### src/hdl/gmp_pkg.sv
// Shared constants and carriers for the tributary mapper and de-mapper.
package gmp_pkg;
	localparam int GMP_FIFO_DEPTH = 16;
	localparam int GMP_N_BITS = 8;
	localparam logic [13:0] GMP_GROUPS_STD = 14'h3B80;
	localparam logic [13:0] GMP_GROUPS_K4 = 14'h3B60;
	localparam logic [7:0] GMP_AIS_BYTE = 8'hFF;
	localparam logic [7:0] GMP_OCI_BYTE = 8'h66;
	localparam logic [7:0] GMP_FAS_A = 8'hF6;
	localparam logic [7:0] GMP_FAS_B = 8'h28;
	localparam logic [2:0] GMP_FAS_SPLIT = 3'h3;
	localparam logic [7:0] GMP_CRC8_POLY = 8'h07;
	localparam logic [4:0] GMP_CRC5_POLY = 5'h15;
	localparam logic [1:0] GMP_JC_NONE = 2'h0;
	localparam logic [1:0] GMP_JC_NEG = 2'h1;
	localparam logic [1:0] GMP_JC_POS = 2'h3;
	localparam logic [2:0] GMP_JC_CRC8_IDX = 3'h2;

	typedef enum logic [2:0] {
		GMP_K_PAY  = 3'h0,
		GMP_K_JC   = 3'h1,
		GMP_K_NJO  = 3'h2,
		GMP_K_PJO1 = 3'h3,
		GMP_K_PJO2 = 3'h4
	} gmp_kind_e;

	typedef enum logic [2:0] {
		GMP_C_ODU0 = 3'h0,
		GMP_C_ODU1 = 3'h1,
		GMP_C_ODU2 = 3'h2,
		GMP_C_ODU2E = 3'h3,
		GMP_C_ODU3 = 3'h4,
		GMP_C_FLEX = 3'h5
	} gmp_client_e;

	typedef enum logic [2:0] {
		GMP_O_2  = 3'h0,
		GMP_O_3  = 3'h1,
		GMP_O_4  = 3'h2,
		GMP_O_25 = 3'h3,
		GMP_O_50 = 3'h4,
		GMP_O_01 = 3'h5
	} gmp_cont_e;

	// One container byte position offered by the framer.
	typedef struct packed {
		logic      en;
		logic      mf;
		gmp_kind_e kind;
		logic [2:0] idx;
	} gmp_slot_s;

	// One client byte with its overhead position marks.
	typedef struct packed {
		logic [7:0] data;
		logic       fas;
		logic [2:0] fas_idx;
		logic       otu_oh;
	} gmp_client_s;
endpackage

### src/hdl/gmp_tributary_mapper.sv
// Tributary mapper and de-mapper with its client byte FIFO.
`timescale 1ns/1ns
`default_nettype none

////////////////////////////////////////////////////////////////////////////////
module gmp_fifo #(
	parameter int WIDTH = 8,
	parameter int DEPTH = 16
) (
	input  wire logic             clock,
	input  wire logic             rst,
	input  wire logic             in_valid,
	output logic                  in_ready,
	input  wire logic [WIDTH-1:0] in_data,
	output logic                  out_valid,
	input  wire logic             out_ready,
	output logic [WIDTH-1:0]      out_data,
	output logic [$clog2(DEPTH):0] level
);
	localparam int AW = $clog2(DEPTH);
	initial if (DEPTH < 2 || (1 << AW) != DEPTH) $error("DEPTH must be a power of two");
	logic [WIDTH-1:0] mem_q [DEPTH];
	logic [AW-1:0]    wp_q;
	logic [AW-1:0]    rp_q;
	logic             push;
	logic             pop;
	assign push = in_valid && in_ready;
	assign pop = out_valid && out_ready;
	assign out_data = mem_q[rp_q];
	always_ff @(posedge clock) begin
		if (push) mem_q[wp_q] <= in_data;
	end
	always_ff @(posedge clock or posedge rst) begin
		if (rst) begin
			wp_q <= '0;
			rp_q <= '0;
			level <= '0;
			in_ready <= 1'b0;
			out_valid <= 1'b0;
		end else begin
			wp_q <= wp_q + AW'(push);
			rp_q <= rp_q + AW'(pop);
			level <= level + (AW+1)'(push) - (AW+1)'(pop);
			in_ready <= (level + (AW+1)'(push) - (AW+1)'(pop)) != (AW+1)'(DEPTH);
			out_valid <= (level + (AW+1)'(push) - (AW+1)'(pop)) != '0;
		end
	end
endmodule // gmp_fifo

////////////////////////////////////////////////////////////////////////////////
module gmp_tributary_mapper import gmp_pkg::*; #(
	parameter int          M = 2,
	parameter logic [13:0] CM_NOM = 14'h3B00,
	parameter logic [13:0] CM_MIN = 14'h3AF0,
	parameter logic [13:0] CM_MAX = 14'h3B10
) (
	input  wire logic        clock,
	input  wire logic        rst,
	input  wire gmp_client_e client_type,
	input  wire gmp_cont_e   cont_type,
	input  wire logic        unit_absent,
	input  wire logic        unit_removed,
	input  wire logic        client_valid,
	output logic             client_ready,
	input  wire gmp_client_s client_in,
	input  wire gmp_slot_s   tx_slot,
	output logic [7:0]       tx_data_q,
	output logic             tx_valid_q,
	input  wire gmp_slot_s   rx_slot,
	input  wire logic [7:0]  rx_byte,
	input  wire logic        rx_sf,
	output logic [7:0]       rx_data_q,
	output logic             rx_valid_q,
	output logic             crc8_err_q,
	output logic             crc5_err_q,
	output logic             underrun_q,
	output logic             unsupported_q
);
	initial if (M < 1 || M > 80) $error("M out of range");
	localparam int GW = $clog2(M + 1);
	localparam int LW = $clog2(GMP_FIFO_DEPTH) + 1;

	function automatic logic [7:0] f_crc8(input logic [15:0] d);
		logic [7:0] c;
		c = '0;
		for (int i = 15; i >= 0; i--)
			c = {c[6:0], 1'b0} ^ ((c[7] ^ d[i]) ? GMP_CRC8_POLY : 8'h00);
		return c;
	endfunction

	function automatic logic [4:0] f_crc5(input logic [15:0] d);
		logic [4:0] c;
		c = '0;
		for (int i = 15; i >= 0; i--)
			c = {c[3:0], 1'b0} ^ ((c[4] ^ d[i]) ? GMP_CRC5_POLY : 5'h00);
		return c;
	endfunction

	function automatic logic f_ok(input gmp_client_e c, input gmp_cont_e k);
		case (k)
			GMP_O_01: f_ok = c == GMP_C_ODU0;
			GMP_O_2:  f_ok = c == GMP_C_ODU0 || c == GMP_C_FLEX;
			GMP_O_3:  f_ok = c == GMP_C_ODU0 || c == GMP_C_ODU2E || c == GMP_C_FLEX;
			GMP_O_25: f_ok = c != GMP_C_ODU3;
			default:  f_ok = 1'b1;
		endcase
	endfunction

	////////////////////////////////////////////////////////////////////////////
	// Client side: overhead extension, replacement patterns, FIFO.
	logic [7:0]    cli_byte;
	logic [7:0]    fifo_out;
	logic          fifo_ovalid;
	logic          pop;
	logic [LW-1:0] level;
	logic          async01;
	logic [13:0]   groups;
	assign async01 = cont_type == GMP_O_01;
	assign groups = cont_type == GMP_O_4 ? GMP_GROUPS_K4 : GMP_GROUPS_STD;

	always_comb begin
		cli_byte = client_in.data;
		if (client_in.fas)
			cli_byte = client_in.fas_idx < GMP_FAS_SPLIT ? GMP_FAS_A : GMP_FAS_B;
		else if (client_in.otu_oh)
			cli_byte = 8'h00;
		if (unit_absent)
			cli_byte = GMP_OCI_BYTE;
		else if (unit_removed)
			cli_byte = GMP_AIS_BYTE;
	end

	gmp_fifo #(.WIDTH(8), .DEPTH(GMP_FIFO_DEPTH)) u_fifo (
		.clock    (clock),
		.rst      (rst),
		.in_valid (client_valid || unit_absent || unit_removed),
		.in_ready (client_ready),
		.in_data  (cli_byte),
		.out_valid(fifo_ovalid),
		.out_ready(pop),
		.out_data (fifo_out),
		.level    (level)
	);

	////////////////////////////////////////////////////////////////////////////
	// Transmit: block count, JC bytes and group data/stuff decision.
	logic [13:0]   cm_q;
	logic [9:0]    cnd_q;
	logic [1:0]    just_q;
	logic [7:0]    jc_q [6];
	logic [14:0]   acc_q;
	logic [13:0]   gn_q;
	logic [GW-1:0] gb_q;
	logic          grp_q;
	logic          tx_is_data_q;
	logic [14:0]   acc_sum;
	logic          tx_data_now;
	logic          tx_pay;
	assign tx_pay = tx_slot.en && !tx_slot.mf && tx_slot.kind == GMP_K_PAY;
	assign acc_sum = acc_q + {1'b0, cm_q};

	always_comb begin
		tx_data_now = 1'b0;
		if (tx_slot.en && !tx_slot.mf)
			case (tx_slot.kind)
				GMP_K_PAY:  tx_data_now = async01 ? 1'b1 :
					(gb_q == '0 ? acc_sum >= {1'b0, groups} : grp_q);
				GMP_K_NJO:  tx_data_now = async01 && just_q == GMP_JC_NEG;
				GMP_K_PJO1: tx_data_now = async01 && just_q != GMP_JC_POS;
				GMP_K_PJO2: tx_data_now = async01;
				default:    tx_data_now = 1'b0;
			endcase
	end
	assign pop = tx_data_now && fifo_ovalid;

	// Counts are renewed at each multiframe start given by the framer.
	always_ff @(posedge clock or posedge rst) begin
		if (rst) begin
			cm_q <= CM_NOM;
			cnd_q <= '0;
			just_q <= GMP_JC_NONE;
		end else if (tx_slot.en && tx_slot.mf) begin
			if (level < LW'(GMP_FIFO_DEPTH / 4) && cm_q > CM_MIN)
				cm_q <= cm_q - 14'h1;
			else if (level > LW'(GMP_FIFO_DEPTH * 3 / 4) && cm_q < CM_MAX)
				cm_q <= cm_q + 14'h1;
			cnd_q <= 10'(level);
			if (level > LW'(GMP_FIFO_DEPTH * 3 / 4))
				just_q <= GMP_JC_NEG;
			else if (level < LW'(GMP_FIFO_DEPTH / 4))
				just_q <= GMP_JC_POS;
			else
				just_q <= GMP_JC_NONE;
		end
	end

	always_comb begin
		jc_q[0] = cm_q[13:6];
		jc_q[1] = {cm_q[5:0], 2'h0};
		jc_q[2] = f_crc8({jc_q[0], jc_q[1]});
		jc_q[3] = {3'h0, cnd_q[9:5]};
		jc_q[4] = {cnd_q[4:0], 3'h0};
		jc_q[5] = {3'h0, f_crc5({jc_q[3], jc_q[4]})};
	end

	always_ff @(posedge clock or posedge rst) begin
		if (rst) begin
			acc_q <= '0;
			gn_q <= 14'h1;
			gb_q <= '0;
			grp_q <= 1'b0;
		end else if (tx_slot.en && tx_slot.mf) begin
			acc_q <= '0;
			gn_q <= 14'h1;
			gb_q <= '0;
		end else if (tx_pay && !async01) begin
			if (gb_q == '0) begin
				grp_q <= tx_data_now;
				acc_q <= tx_data_now ? acc_sum - {1'b0, groups} : acc_sum;
			end
			if (gb_q == GW'(M - 1)) begin
				gb_q <= '0;
				if (gn_q < groups)
					gn_q <= gn_q + 14'h1;
			end else begin
				gb_q <= gb_q + GW'(1);
			end
		end
	end

	always_ff @(posedge clock or posedge rst) begin
		if (rst) begin
			tx_data_q <= 8'h00;
			tx_valid_q <= 1'b0;
			tx_is_data_q <= 1'b0;
			underrun_q <= 1'b0;
		end else begin
			tx_valid_q <= tx_slot.en && !tx_slot.mf;
			tx_is_data_q <= tx_data_now;
			underrun_q <= tx_data_now && !fifo_ovalid;
			if (tx_slot.kind == GMP_K_JC)
				tx_data_q <= async01 ? {6'h0, just_q} : jc_q[tx_slot.idx];
			else
				tx_data_q <= pop ? fifo_out : 8'h00;
		end
	end

	always_ff @(posedge clock or posedge rst) begin
		if (rst)
			unsupported_q <= 1'b0;
		else
			unsupported_q <= !f_ok(client_type, cont_type);
	end

	////////////////////////////////////////////////////////////////////////////
	// Receive: JC decode and group extraction.
	logic [7:0]    rjc_q [6];
	logic [13:0]   rcm_q;
	logic [14:0]   racc_q;
	logic [GW-1:0] rgb_q;
	logic          rgrp_q;
	logic [14:0]   racc_sum;
	logic          rx_data_now;
	logic [13:0]   rcm_in;
	logic [1:0]    vote;
	logic          rx_pay;
	assign racc_sum = racc_q + {1'b0, rcm_q};
	assign rx_pay = rx_slot.en && !rx_slot.mf && rx_slot.kind == GMP_K_PAY;
	assign rcm_in = {rjc_q[0], rjc_q[1][7:2]};
	always_comb begin
		for (int b = 0; b < 2; b++)
			vote[b] = (rjc_q[0][b] & rjc_q[1][b]) | (rjc_q[0][b] & rjc_q[2][b])
				| (rjc_q[1][b] & rjc_q[2][b]);
	end

	always_comb begin
		rx_data_now = 1'b0;
		if (rx_slot.en && !rx_slot.mf)
			case (rx_slot.kind)
				GMP_K_PAY:  rx_data_now = async01 ? 1'b1 :
					(rgb_q == '0 ? racc_sum >= {1'b0, groups} : rgrp_q);
				GMP_K_NJO:  rx_data_now = async01 && vote == GMP_JC_NEG;
				GMP_K_PJO1: rx_data_now = async01 && vote != GMP_JC_POS;
				GMP_K_PJO2: rx_data_now = async01;
				default:    rx_data_now = 1'b0;
			endcase
	end

	always_ff @(posedge clock or posedge rst) begin
		if (rst) begin
			for (int i = 0; i < 6; i++)
				rjc_q[i] <= 8'h00;
			rcm_q <= CM_NOM;
			crc8_err_q <= 1'b0;
			crc5_err_q <= 1'b0;
		end else if (rx_slot.en && rx_slot.mf) begin
			crc8_err_q <= !async01 && f_crc8({rjc_q[0], rjc_q[1]}) != rjc_q[2];
			crc5_err_q <= !async01
				&& f_crc5({rjc_q[3], rjc_q[4]}) != rjc_q[5][4:0];
			if (!async01 && f_crc8({rjc_q[0], rjc_q[1]}) == rjc_q[2])
				rcm_q <= rcm_in > groups ? groups : rcm_in;
		end else if (rx_slot.en && rx_slot.kind == GMP_K_JC && rx_slot.idx < 3'h6) begin
			rjc_q[rx_slot.idx] <= rx_byte;
		end
	end

	always_ff @(posedge clock or posedge rst) begin
		if (rst) begin
			racc_q <= '0;
			rgb_q <= '0;
			rgrp_q <= 1'b0;
		end else if (rx_slot.en && rx_slot.mf) begin
			racc_q <= '0;
			rgb_q <= '0;
		end else if (rx_pay && !async01) begin
			if (rgb_q == '0) begin
				rgrp_q <= rx_data_now;
				racc_q <= rx_data_now ? racc_sum - {1'b0, groups} : racc_sum;
			end
			rgb_q <= rgb_q == GW'(M - 1) ? '0 : rgb_q + GW'(1);
		end
	end

	always_ff @(posedge clock or posedge rst) begin
		if (rst) begin
			rx_data_q <= 8'h00;
			rx_valid_q <= 1'b0;
		end else begin
			rx_valid_q <= rx_data_now;
			rx_data_q <= rx_sf ? GMP_AIS_BYTE : rx_byte;
		end
	end

	////////////////////////////////////////////////////////////////////////////
	stuff_zero_a: assert property (@(posedge clock) disable iff (rst)
		tx_valid_q && !tx_is_data_q && !$past(tx_slot.kind == GMP_K_JC) |-> tx_data_q == 8'h00)
		else $error("stuff byte not zero");
	pjo2_data_a: assert property (@(posedge clock) disable iff (rst)
		async01 && tx_slot.en && !tx_slot.mf && tx_slot.kind == GMP_K_PJO2 |=> tx_is_data_q)
		else $error("second opportunity not data");
	grp_range_a: assert property (@(posedge clock) disable iff (rst)
		gn_q >= 14'h1 && gn_q <= groups)
		else $error("group number out of range");
	grp_restart_a: assert property (@(posedge clock) disable iff (rst)
		tx_slot.en && tx_slot.mf |=> gn_q == 14'h1 && gb_q == '0 && acc_q == '0)
		else $error("group numbering not restarted");
	cm_bound_a: assert property (@(posedge clock) disable iff (rst)
		cm_q >= CM_MIN && cm_q <= CM_MAX)
		else $error("block count out of bounds");
	cm_step_a: assert property (@(posedge clock) disable iff (rst)
		$changed(cm_q) |-> cm_q == $past(cm_q) + 14'h1 || cm_q == $past(cm_q) - 14'h1)
		else $error("block count jumped");
	rx_ais_a: assert property (@(posedge clock) disable iff (rst)
		rx_sf && rx_data_now |=> rx_valid_q && rx_data_q == GMP_AIS_BYTE)
		else $error("alarm pattern not sent");
	grp_whole_a: assert property (@(posedge clock) disable iff (rst)
		tx_pay && !async01 && gb_q != '0 |=> tx_is_data_q == $past(grp_q))
		else $error("group mixes data and stuff");
	crc8_gen_a: assert property (@(posedge clock) disable iff (rst)
		tx_slot.en && !async01 && tx_slot.kind == GMP_K_JC && tx_slot.idx == GMP_JC_CRC8_IDX
		|=> tx_data_q == f_crc8({cm_q[13:6], cm_q[5:0], 2'h0}))
		else $error("JC3 not the CRC of JC1 and JC2");
	mf_seen_c: cover property (@(posedge clock) tx_slot.en && tx_slot.mf);
	stuff_grp_c: cover property (@(posedge clock) tx_pay && gb_q == '0 && !tx_data_now);
	crc_err_c: cover property (@(posedge clock) crc8_err_q);
endmodule // gmp_tributary_mapper

`default_nettype wire

### config.mk
export PLATFORM = sky130hd
export DESIGN_NAME = gmp_tributary_mapper
export DESIGN_NICKNAME = d
export VERILOG_FILES = /design/src/hdl/gmp_pkg.sv /design/src/hdl/gmp_tributary_mapper.sv
export SDC_FILE = /design/constraint.sdc
export NUM_CORES = 1
export LEC_CHECK = 0
export BUFFER_PORTS_ARGS = -buffer_cell sky130_fd_sc_hd__clkbuf_2
export CORE_ASPECT_RATIO = 0.6
export CORE_MARGIN = 2
export CORE_UTILIZATION = 56
export CTS_CLUSTER_DIAMETER = 60
export DETAILED_ROUTE_END_ITERATION = 10
export HOLD_SLACK_MARGIN = 0.06
export PLACE_DENSITY = 0.85
export REMOVE_ABC_BUFFERS = 1
export SYNTH_ARGS = -nofsm -noshare
export SYNTH_HDL_FRONTEND = slang
export SYNTH_SLANG_ARGS = --single-unit
### constraint.sdc
create_clock -name clock -period 4.89 [get_ports clock]
set_input_delay 0.978 -clock clock [delete_from_list [all_inputs] [get_ports clock]]
set_output_delay 0.978 -clock clock [all_outputs]
set_load 0.03 [all_outputs]
==> impl_metrics.yaml, run 1 <==
logic_synthesis:
  ys_ff_latch: 281
  synthArstFlopShare: 0.5445
  yosysSeqAreaShare: 0.4931
  synth_edf_count: 128
  synth_area_um2: 15580
  ys_warn_count: 0
  avgSynthCellArea_um2: 11.86
  synth_cell_types: 91
  synthCells: 1314
  synthFlopType: "dfrtp_1"
global_route:
  grt_start_max_net_pins: 84
  grt_pass1_vias: 10920
  grt_pass1_wl_mm: 60.66
  grt_usage: 0.2663
  antenna_found_initial: 0
  grt_overflow: 0
drt:
  routed_wl_mm: 38.58
  vias_per_cell: 6.268
  wire_per_inst_um: 21.43
  detail-route-antenna-nets: 0
  dr_total_vias: 11280
  drtPass1Iterations: 5
  drtIter0Drc: 1312
  route.detailed.drc: 0
worst_setup_path:
  max_stage_delay_ps: 420
  r2r_cells: 22
  cp_cell_sequence: "ha_4 > fa_2 > a21oi_2 > o22ai_2 > nor2_1 > xor2_1 > inv_1 > ha_4 > nand2_2 > nor4b_2 > a41o_1 > a31oi_4 > o311ai_4 > and3_4 > ha_4 > inv_4 > ha_4 > a21o_1 > a21oi_2 > xnor2_2 > nor4_2 > nand2_1"
  worst-path-stages: 22
  endpoint: "u_fifo.in_ready"
  slowest_stage: "dfrtp_1"
  startpoint: "acc_q[0]"
  crit-reg2reg-capture: "u_fifo.in_ready"
  start_kind: "flop"
  reg2reg_slack_ps: -70
  cp_top_family: "compound AO/OA/AOI/OAI gates"
  setup.worst_path.class: "flop to flop"
  cp.required_ps: 5310
  path_buf_inv: 2
  crit_top_cell: "ha_4"
  worstReg2RegStart: "acc_q[0]"
  arrival_ps: 5380
  path_max_fanout: 2
  end_kind: "flop"
final_layout:
  diodes: 0
  drive_gt1_frac: 0.2233
  finalInstanceArea_um2: 17540
  syn_to_final_growth_pct: 12.55
  fin_nets: 1539
  n_fill_cell: 2006
power_and_ir_drop:
  p_switching_mw: 2.640
  p_per_area_nw_per_um2: 442.2
  switching_share: 0.3403
  power_mw: 7.757
  pwr-share-clk: 0.264
  pwr-share-seq: 0.405
  leakage_nw: 7.181
  combPwrFrac: 0.331
  irDropWorstVdd_v: 0.0003675
  internal_power_mw: 5.117
sta:
  fmax_ghz: 0.2017
  finalMaxSlewViolations: 0
  finalCriticalPeriod_ps: 4959
  timing.final.crit_share: 1.014
  relSlewSlack: 0.1723
  worst_slack_ps: -69.04
  finalHoldViolCount: 0
  skew_ps: 18.56
  finalSetupViolations: 2
  holdWs_ps: 468.1
  grt_setup_unrepaired: "yes"
  tightest_slew_ps: 1242
placement:
  gp_congestion: 0.9551
  dpl_cell_area_um2: 16520
  io_buffers: 71
  dpl.hpwl_mm: 27.70
clocking:
  cts-root-buf: "clkbuf_16"
  cts.sinks: 281
  clock_latency_ps: 560
  cts_tree: "done"
  cts_buffer_depth: 3
  path_clk_slew_ps: 70
  ctsHoldBuffers: 0
  cts_max_level: 1
  cts_buffers: 27
worst_hold_path:
  worst_hold_path_type: "flop to flop"
  holdPathStages: 1
die:
  die_area_um2: 29220
  core_area_um2: 27460
  io_pins: 72
  initial_utilization: 0.5675
  fp.dieW_um: 219.4
  num_rows: 47
  die_h_um: 133.2
outcome:
  violations: "negative setup slack"
  status: "complete, but fails checks"
run:
  maxCapViolCount: 0
cell families after synthesis:
logic type,Yosys count,synth area share
adders and majority gates,79,0.06599
AOI/OAI and AO/OA,227,0.1058
DFF,281,0.4931
xor gates and xnor gates,146,0.08205
and+or+nand+nor,365,0.1153
buffers and inverters,97,0.02457
muxes,119,0.1132
synth_stat cells (all sizes together), types with 11 or more instances:
master,instances,area share
dfrtp,143,0.23
edfxtp,128,0.25
xnor2,109,0.061
nand2,91,0.022
nor2,80,0.019
ha,71,0.057
mux2,58,0.042
inv,56,0.014
o21ai,52,0.017
nand3,51,0.016
a21oi,43,0.014
mux4,40,0.058
xor2,37,0.021
nor3,33,0.011
clkbuf,32,0.0077
mux2i,21,0.013
nand2b,20,0.0080
or2,19,0.0076
a21o,17,0.0083
a31oi,13,0.0056
and3,13,0.0052
nor2b,11,0.0044
through the flow:
stage	cells	utilization	setup TNS, ps	setup slack (ps)
3_5_place_dp	1746	0.6014	-205.9	-117.7
6_report	1800	0.6387	-128.0	-69.04
5_1_grt	1800	0.6387	-601.2	-265.4
3_3_place_gp	1746	0.6014	0	126.0
4_1_cts	1795	0.6329	0	12.24
2_1_floorplan	1273	-	-27860	-192.9
how the worst min path moves through the flow:
stage | from | to | slack, ps
2_1_floorplan | u_fifo.out_valid | underrun_q | 390
3_3_place_gp | u_fifo.out_valid | underrun_q | 460
3_5_place_dp | u_fifo.out_valid | underrun_q | 460
4_1_cts | u_fifo.out_valid | underrun_q | 480
5_1_grt | u_fifo.out_valid | underrun_q | 510
6_report | u_fifo.out_valid | underrun_q | 470
placed cells by master (no fill, tap or decap), drive strengths merged, types with 13 or more instances in the layout:
| cell | n |
|---|---|
| dfrtp | 143 |
| edfxtp | 128 |
| xnor2 | 109 |
| clkbuf | 103 |
| nand2 | 91 |
| nor2 | 80 |
| ha | 71 |
| inv | 59 |
| mux2 | 58 |
| o21ai | 52 |
| nand3 | 51 |
| a21oi | 43 |
| mux4 | 40 |
| buf | 40 |
| xor2 | 37 |
| nor3 | 33 |
| mux2i | 21 |
| nand2b | 20 |
| or2 | 19 |
| a21o | 17 |
| and3 | 13 |
| a31oi | 13 |
worst reg2reg max path, delay by kind of cell, from the launching register on:
family / cells / cell delay [ps]
compound gates: 7 / 1480
simple gates: 6 / 1220
flops: 1 / 420
xor+xnor: 2 / 360
buf+inv: 2 / 160
fa+ha+maj: 5 / 1210
state kept, by name (all words and copies together) (netlist names), 8 cells and up:
signal / flops
acc_q: 15
rcm_in: 14
tx_data_q: 8
rx_data_q: 8
rcm_q: 14
u_fifo.mem_q: 128
rjc_q: 31
cm_q: 14
racc_q: 15
timing repair:
item / CTS / global route
resized for setup: 4 / 22
endpoints found under the setup margin: 3 / 3
pin swaps: 4 / 22
setup buffers: 0 / 5
cloned: 0 / 0
power groups by stage:
stage               Combinational [mW]  Sequential [mW]  Clock [mW]
floorplan                         1.69             3.15           0
global placement                  2.29             3.15           0
detailed placement                2.39             3.17           0
CTS                               2.43             3.13        2.08
global route                      2.77             3.17        2.17
finish                            2.57             3.14        2.05
layer usage:
metal,vias to the layer above,global-route usage,share of wire
met5,-,0,0
met4,0,0.06494,0.024
met3,70,0.06210,0.095
met1,5627,0.4179,0.45
li1,5062,-,-
met2,524,0.3722,0.43
cell type report:
cell class	instances	area [um2]	area share
flip-flops and latches	281	7686	0.4382
multi-input cells	936	7659	0.4366
clock buffers	32	694.4	0.03959
repair buffers	111	668.1	0.03809
well taps	367	459.2	0.02618
inverters	56	220.2	0.01255
clock inverters	17	153.9	0.008774
(Power assumes the default switching activity.)
==> run 2: changes to the inputs <==
- CORE_UTILIZATION: 56 -> 60
- PLACE_DENSITY: 0.85 -> 0.86
- clock period: 4.89 -> 5.1 ns (I/O delays scaled with it)
==> impl_metrics.yaml, run 2 (synthesis results as in run 1) <==
power_and_ir_drop:
  combPwrFrac: 0.323
  pwr-share-seq: 0.395
  power_mw: 7.682
  pwr-share-clk: 0.282
  p_switching_mw: 2.588
  p_per_area_nw_per_um2: 439.0
  leakage_nw: 7.227
  switching_share: 0.3370
  internal_power_mw: 5.093
  irDropWorstVdd_v: 0.0006130
final_layout:
  diodes: 0
  finalInstanceArea_um2: 17500
  regArea_um2: 7686
  drive_gt1_frac: 0.2169
  largest_register: "u_fifo.mem_q"
  multi_input_area_um2: 7565
  n_fill_cell: 1698
  top_regs: "u_fifo.mem_q x128, rjc_q x31"
  post-route-util: 0.6891
  fin_nets: 1535
  largest_register_ffs: 128
  final_common_cell: "dfrtp_1"
  syn_to_final_growth_pct: 12.28
  final_cell_mix: "142 x dfrtp_1, 128 x edfxtp_1, 109 x xnor2_1"
clocking:
  cts_buffers: 27
  cts_max_level: 1
  path_clk_slew_ps: 60
  cts_buffer_depth: 3
  clock_latency_ps: 550
  cts-root-buf: "clkbuf_16"
  cts_tree: "done"
  cts.sinks: 281
sta:
  fmax_ghz: 0.1982
  finalMaxSlewViolations: 0
  finalHoldViolCount: 0
  timing.final.crit_share: 0.9893
  tightest_slew_ps: 1377
  relSlewSlack: 0.08215
  setup_tns_ps: 0
  finalCriticalPeriod_ps: 5045
  finalSetupViolations: 0
  skew_ps: 12.22
  holdWs_ps: 484.2
die:
  initial_utilization: 0.6137
  fp.dieW_um: 212.1
  die_h_um: 128.8
  io_pins: 72
  die_area_um2: 27320
  num_rows: 45
  core_area_um2: 25390
worst_setup_path:
  setup.worst_path.class: "flop to flop"
  arrival_ps: 5470
  reg2reg_slack_ps: 50
  start_kind: "flop"
  r2r_cells: 21
  crit-reg2reg-capture: "u_fifo.in_ready"
  worstReg2RegStart: "cm_q[0]"
  path_max_fanout: 4
  end_kind: "flop"
  cp.required_ps: 5520
worst_hold_path:
  worst_hold_path_type: "flop to flop"
  holdPathStages: 2
  min_to: "grp_q"
  min_from: "grp_q"
global_route:
  grt_pass1_vias: 11140
  grt_start_max_net_pins: 95
  antenna_found_initial: 1
  grt_usage: 0.2984
  grt_overflow: 0
  grt_pass1_wl_mm: 62.21
drt:
  route.detailed.drc: 0
  detail-route-antenna-nets: 0
  drtIter0Drc: 1570
  drtPass1Iterations: 5
  dr_total_vias: 11480
  wire_per_inst_um: 22.33
  vias_per_cell: 6.448
  routed_wl_mm: 39.77
run:
  maxCapViolCount: 0
outcome:
  status: "complete, no violations"
placement:
  gp_congestion: 0.9235
  dpl.hpwl_mm: 27.78
  io_buffers: 71
  dpl_cell_area_um2: 16450
==> run 2: changes by cell type in the layout (fill, tap and decap cells not counted), moves of 3 or more <==
cell       delta
clkinv_1      -5
ha_1          +5
ha_4          -5
buf_4         -4
clkbuf_8      +4
clkinv_2      +4
bufinv_16     +3
clkbuf_1      -3
==> run 2: worst max-delay path by stage <==
stage | from | end | slack [ps] | depth (start not counted)
floorplan | rst | acc_q[0] | -20 | 1
global placement | cm_q[0] | u_fifo.in_ready | 200 | 22
detailed placement | cm_q[0] | u_fifo.in_ready | -60 | 20
CTS | cm_q[0] | u_fifo.in_ready | 30 | 22
global route | cm_q[2] | u_fifo.in_ready | -50 | 21
finish | cm_q[0] | u_fifo.in_ready | 50 | 21
==> run 2: timing repair <==
item / 4_1_cts / 5_1_grt
pin swaps: 1 / 7
hold buffers: 0 / 0
cloned: 0 / 0
setup buffers: 0 / 4
gates resized for setup: 4 / 5
endpoints found under the setup margin: 2 / 3
==> run 2: final cells by class <==
cell class              count  share of cell area
flip-flops and latches    281              0.4392
multi-input cells         936              0.4323
well taps                 352             0.02517
clock inverters            15             0.01244
repair buffers            107             0.03596
inverters                  56             0.01244
clock buffers              34             0.04247
==> run 2: through the flow <==
stage	setup WS, ps	instances
floorplan	-24.90	1273
global placement	204.6	1727
detailed placement	-56.42	1727
CTS	30.36	1776
global route	-53.64	1781
finish	54.58	1781
==> run 2: critical path, cell delays in order, from the launching register on <==
cell and delay (ps):
dfrtp_1 400, ha_1 240, fa_1 440, a21oi_2 200, o22ai_2 140, nor2_1 130, xor2_1 270, inv_1 80
ha_1 310, nand2_1 70, nor4b_2 240, a41o_1 250, a31oi_4 110, o311ai_4 300, and3_4 270, ha_1 140
inv_1 60, ha_1 240, fa_2 370, xor2_1 210, nor4_4 370, nand2_1 90
==> run 2: per-layer routing <==
layer  part of all wire  vias up  global-route usage
li1                   -     5049                   -
met1               0.41     5655              0.4271
met2               0.44      683              0.4503
met3               0.12       96             0.08274
met4              0.029        0             0.08534
met5                  0        -                   0
==> run 2: power groups by stage <==
stage	logic, mW	registers [mW]	clock network, mW
5_1_grt	2.66	3.07	2.27
3_5_place_dp	2.28	3.06	0
6_report	2.48	3.03	2.17
2_1_floorplan	1.62	3.02	0
4_1_cts	2.35	3.03	2.17
3_3_place_gp	2.19	3.02	0
==> run 3: changes to the inputs <==
- CORE_UTILIZATION: 60 -> 62
- PLACE_DENSITY: 0.86 -> 0.88
==> impl_metrics.yaml, run 3 (synthesis results as in run 1) <==
outcome:
  status: "complete, no violations"
clocking:
  cts_resized: 0
  cts.sinks: 281
  cts_buffer_depth: 3
  cts-root-buf: "clkbuf_16"
  cts_max_level: 1
  path_clk_slew_ps: 60
  clock_latency_ps: 570
  post_cts_buffers: 0
  cts_buffers: 27
  cts_tree: "done"
  ctsHoldBuffers: 0
worst_setup_path:
  arrival_ps: 5260
  setup.worst_path.class: "flop to flop"
  worstReg2RegStart: "cm_q[0]"
  crit-reg2reg-capture: "u_fifo.out_valid"
  r2r_cells: 20
  cp.required_ps: 5540
  reg2reg_slack_ps: 280
  path_max_fanout: 4
  start_kind: "flop"
  end_kind: "flop"
worst_hold_path:
  worst_hold_path_type: "flop to flop"
  min_from: "rgb_q[0]"
  min_to: "rgb_q[1]"
  holdPathStages: 1
final_layout:
  final_common_cell: "dfrtp_1"
  regArea_um2: 7686
  fin_nets: 1526
  post-route-util: 0.7106
  syn_to_final_growth_pct: 11.45
  multi_input_area_um2: 7557
  final_cell_mix: "142 x dfrtp_1, 128 x edfxtp_1, 109 x xnor2_1"
  final_cells: 1744
  largest_register: "u_fifo.mem_q"
  drive_gt1_frac: 0.2097
  n_fill_cell: 1692
  top_regs: "u_fifo.mem_q x128, rjc_q x31"
  largest_register_ffs: 128
placement:
  place_inst: 1693
  place_ws_ps: 119.8
  io_buffers: 71
  gp_congestion: 0.9854
  dpl.hpwl_mm: 26.12
global_route:
  grt_start_max_net_pins: 92
  grt_pass1_vias: 11130
  antenna_found_initial: 2
  grt_overflow: 0
  grt_pass1_wl_mm: 61.03
  grt_usage: 0.2955
sta:
  timing.final.crit_share: 0.9460
  skew_ps: 14.14
  finalHoldViolCount: 0
  fmax_ghz: 0.2073
  worst_slack_ps: 275.6
  holdWs_ps: 487.7
  grt_setup_unrepaired: "no"
  finalSetupViolations: 0
  finalMaxSlewViolations: 0
  finalCriticalPeriod_ps: 4824
  tightest_slew_ps: 1188
  relSlewSlack: 0.2078
drt:
  drtPass1Iterations: 7
  routed_wl_mm: 38.04
  detail-route-antenna-nets: 0
  route.detailed.drc: 0
  vias_per_cell: 6.388
  drtIter0Drc: 1222
  dr_total_vias: 11140
  wire_per_inst_um: 21.81
run:
  maxCapViolCount: 0
die:
  io_pins: 72
  die_h_um: 126.8
  core_area_um2: 24440
  num_rows: 44
  die_area_um2: 26460
  fp.dieW_um: 208.7
  initial_utilization: 0.6376
power_and_ir_drop:
  leakage_nw: 7.157
  irDropWorstVdd_v: 0.0003466
  p_per_area_nw_per_um2: 429.5
run 3: how the worst max path moves through the flow:
stage / startpoint / endpoint / slack [ps] / cells past startpoint
after detailed placement: cm_q[0] / u_fifo.out_valid / 120 / 20
after floorplan: rst / acc_q[0] / -20 / 1
after global placement: cm_q[0] / u_fifo.in_ready / 270 / 20
final: cm_q[0] / u_fifo.out_valid / 280 / 20
after global routing: acc_q[2] / u_fifo.in_ready / 1 / 21
after CTS: cm_q[0] / u_fifo.out_valid / 40 / 22
run 3: layout make-up:
cell class / instances / share of cell area
multi-input combinational: 936 / 0.4351
clock buffer: 33 / 0.04192
clock inverter: 17 / 0.01246
sequential: 281 / 0.4425
timing repair buffer: 98 / 0.03213
antenna: 1 / 0.0001441
tap: 322 / 0.02320
inverter: 56 / 0.01253
run 3: metal layers:
metal,global-route usage,wire (um)
met1,0.4360,16850
met3,0.06437,3389
met4,0.06303,784
met5,0,0
met2,0.4551,17020
run 3: power by group:
part	internal [mW]	switching, mW	total, mW	leakage, nW
combinational	1.03	1.27	2.30	3.62
clock	1.23	0.906	2.14	0.456
sequential	2.73	0.292	3.02	3.08
run 3: critical path, cell delays in order, from the launching register on:
cell	delay [ps]
dfrtp_1	380
ha_1	240
fa_2	390
a21oi_4	160
o22ai_2	140
nor2_1	130
xor2_1	210
inv_1	60
ha_1	290
nand2_1	70
nor4b_2	220
a41o_1	250
a31oi_4	120
o311ai_4	330
and3_4	250
ha_1	230
inv_1	60
ha_1	170
fa_1	440
nor4_1	440
nand2b_1	100
run 3: through the flow:
step                total power, mW  TNS, ps  instance area [um2]
floorplan                     4.639    -3561                15410
global placement              5.161        0                16380
detailed placement            5.269        0                16380
CTS                           7.435        0                17330
global route                  7.815        0                17370
finish                        7.460        0                17370
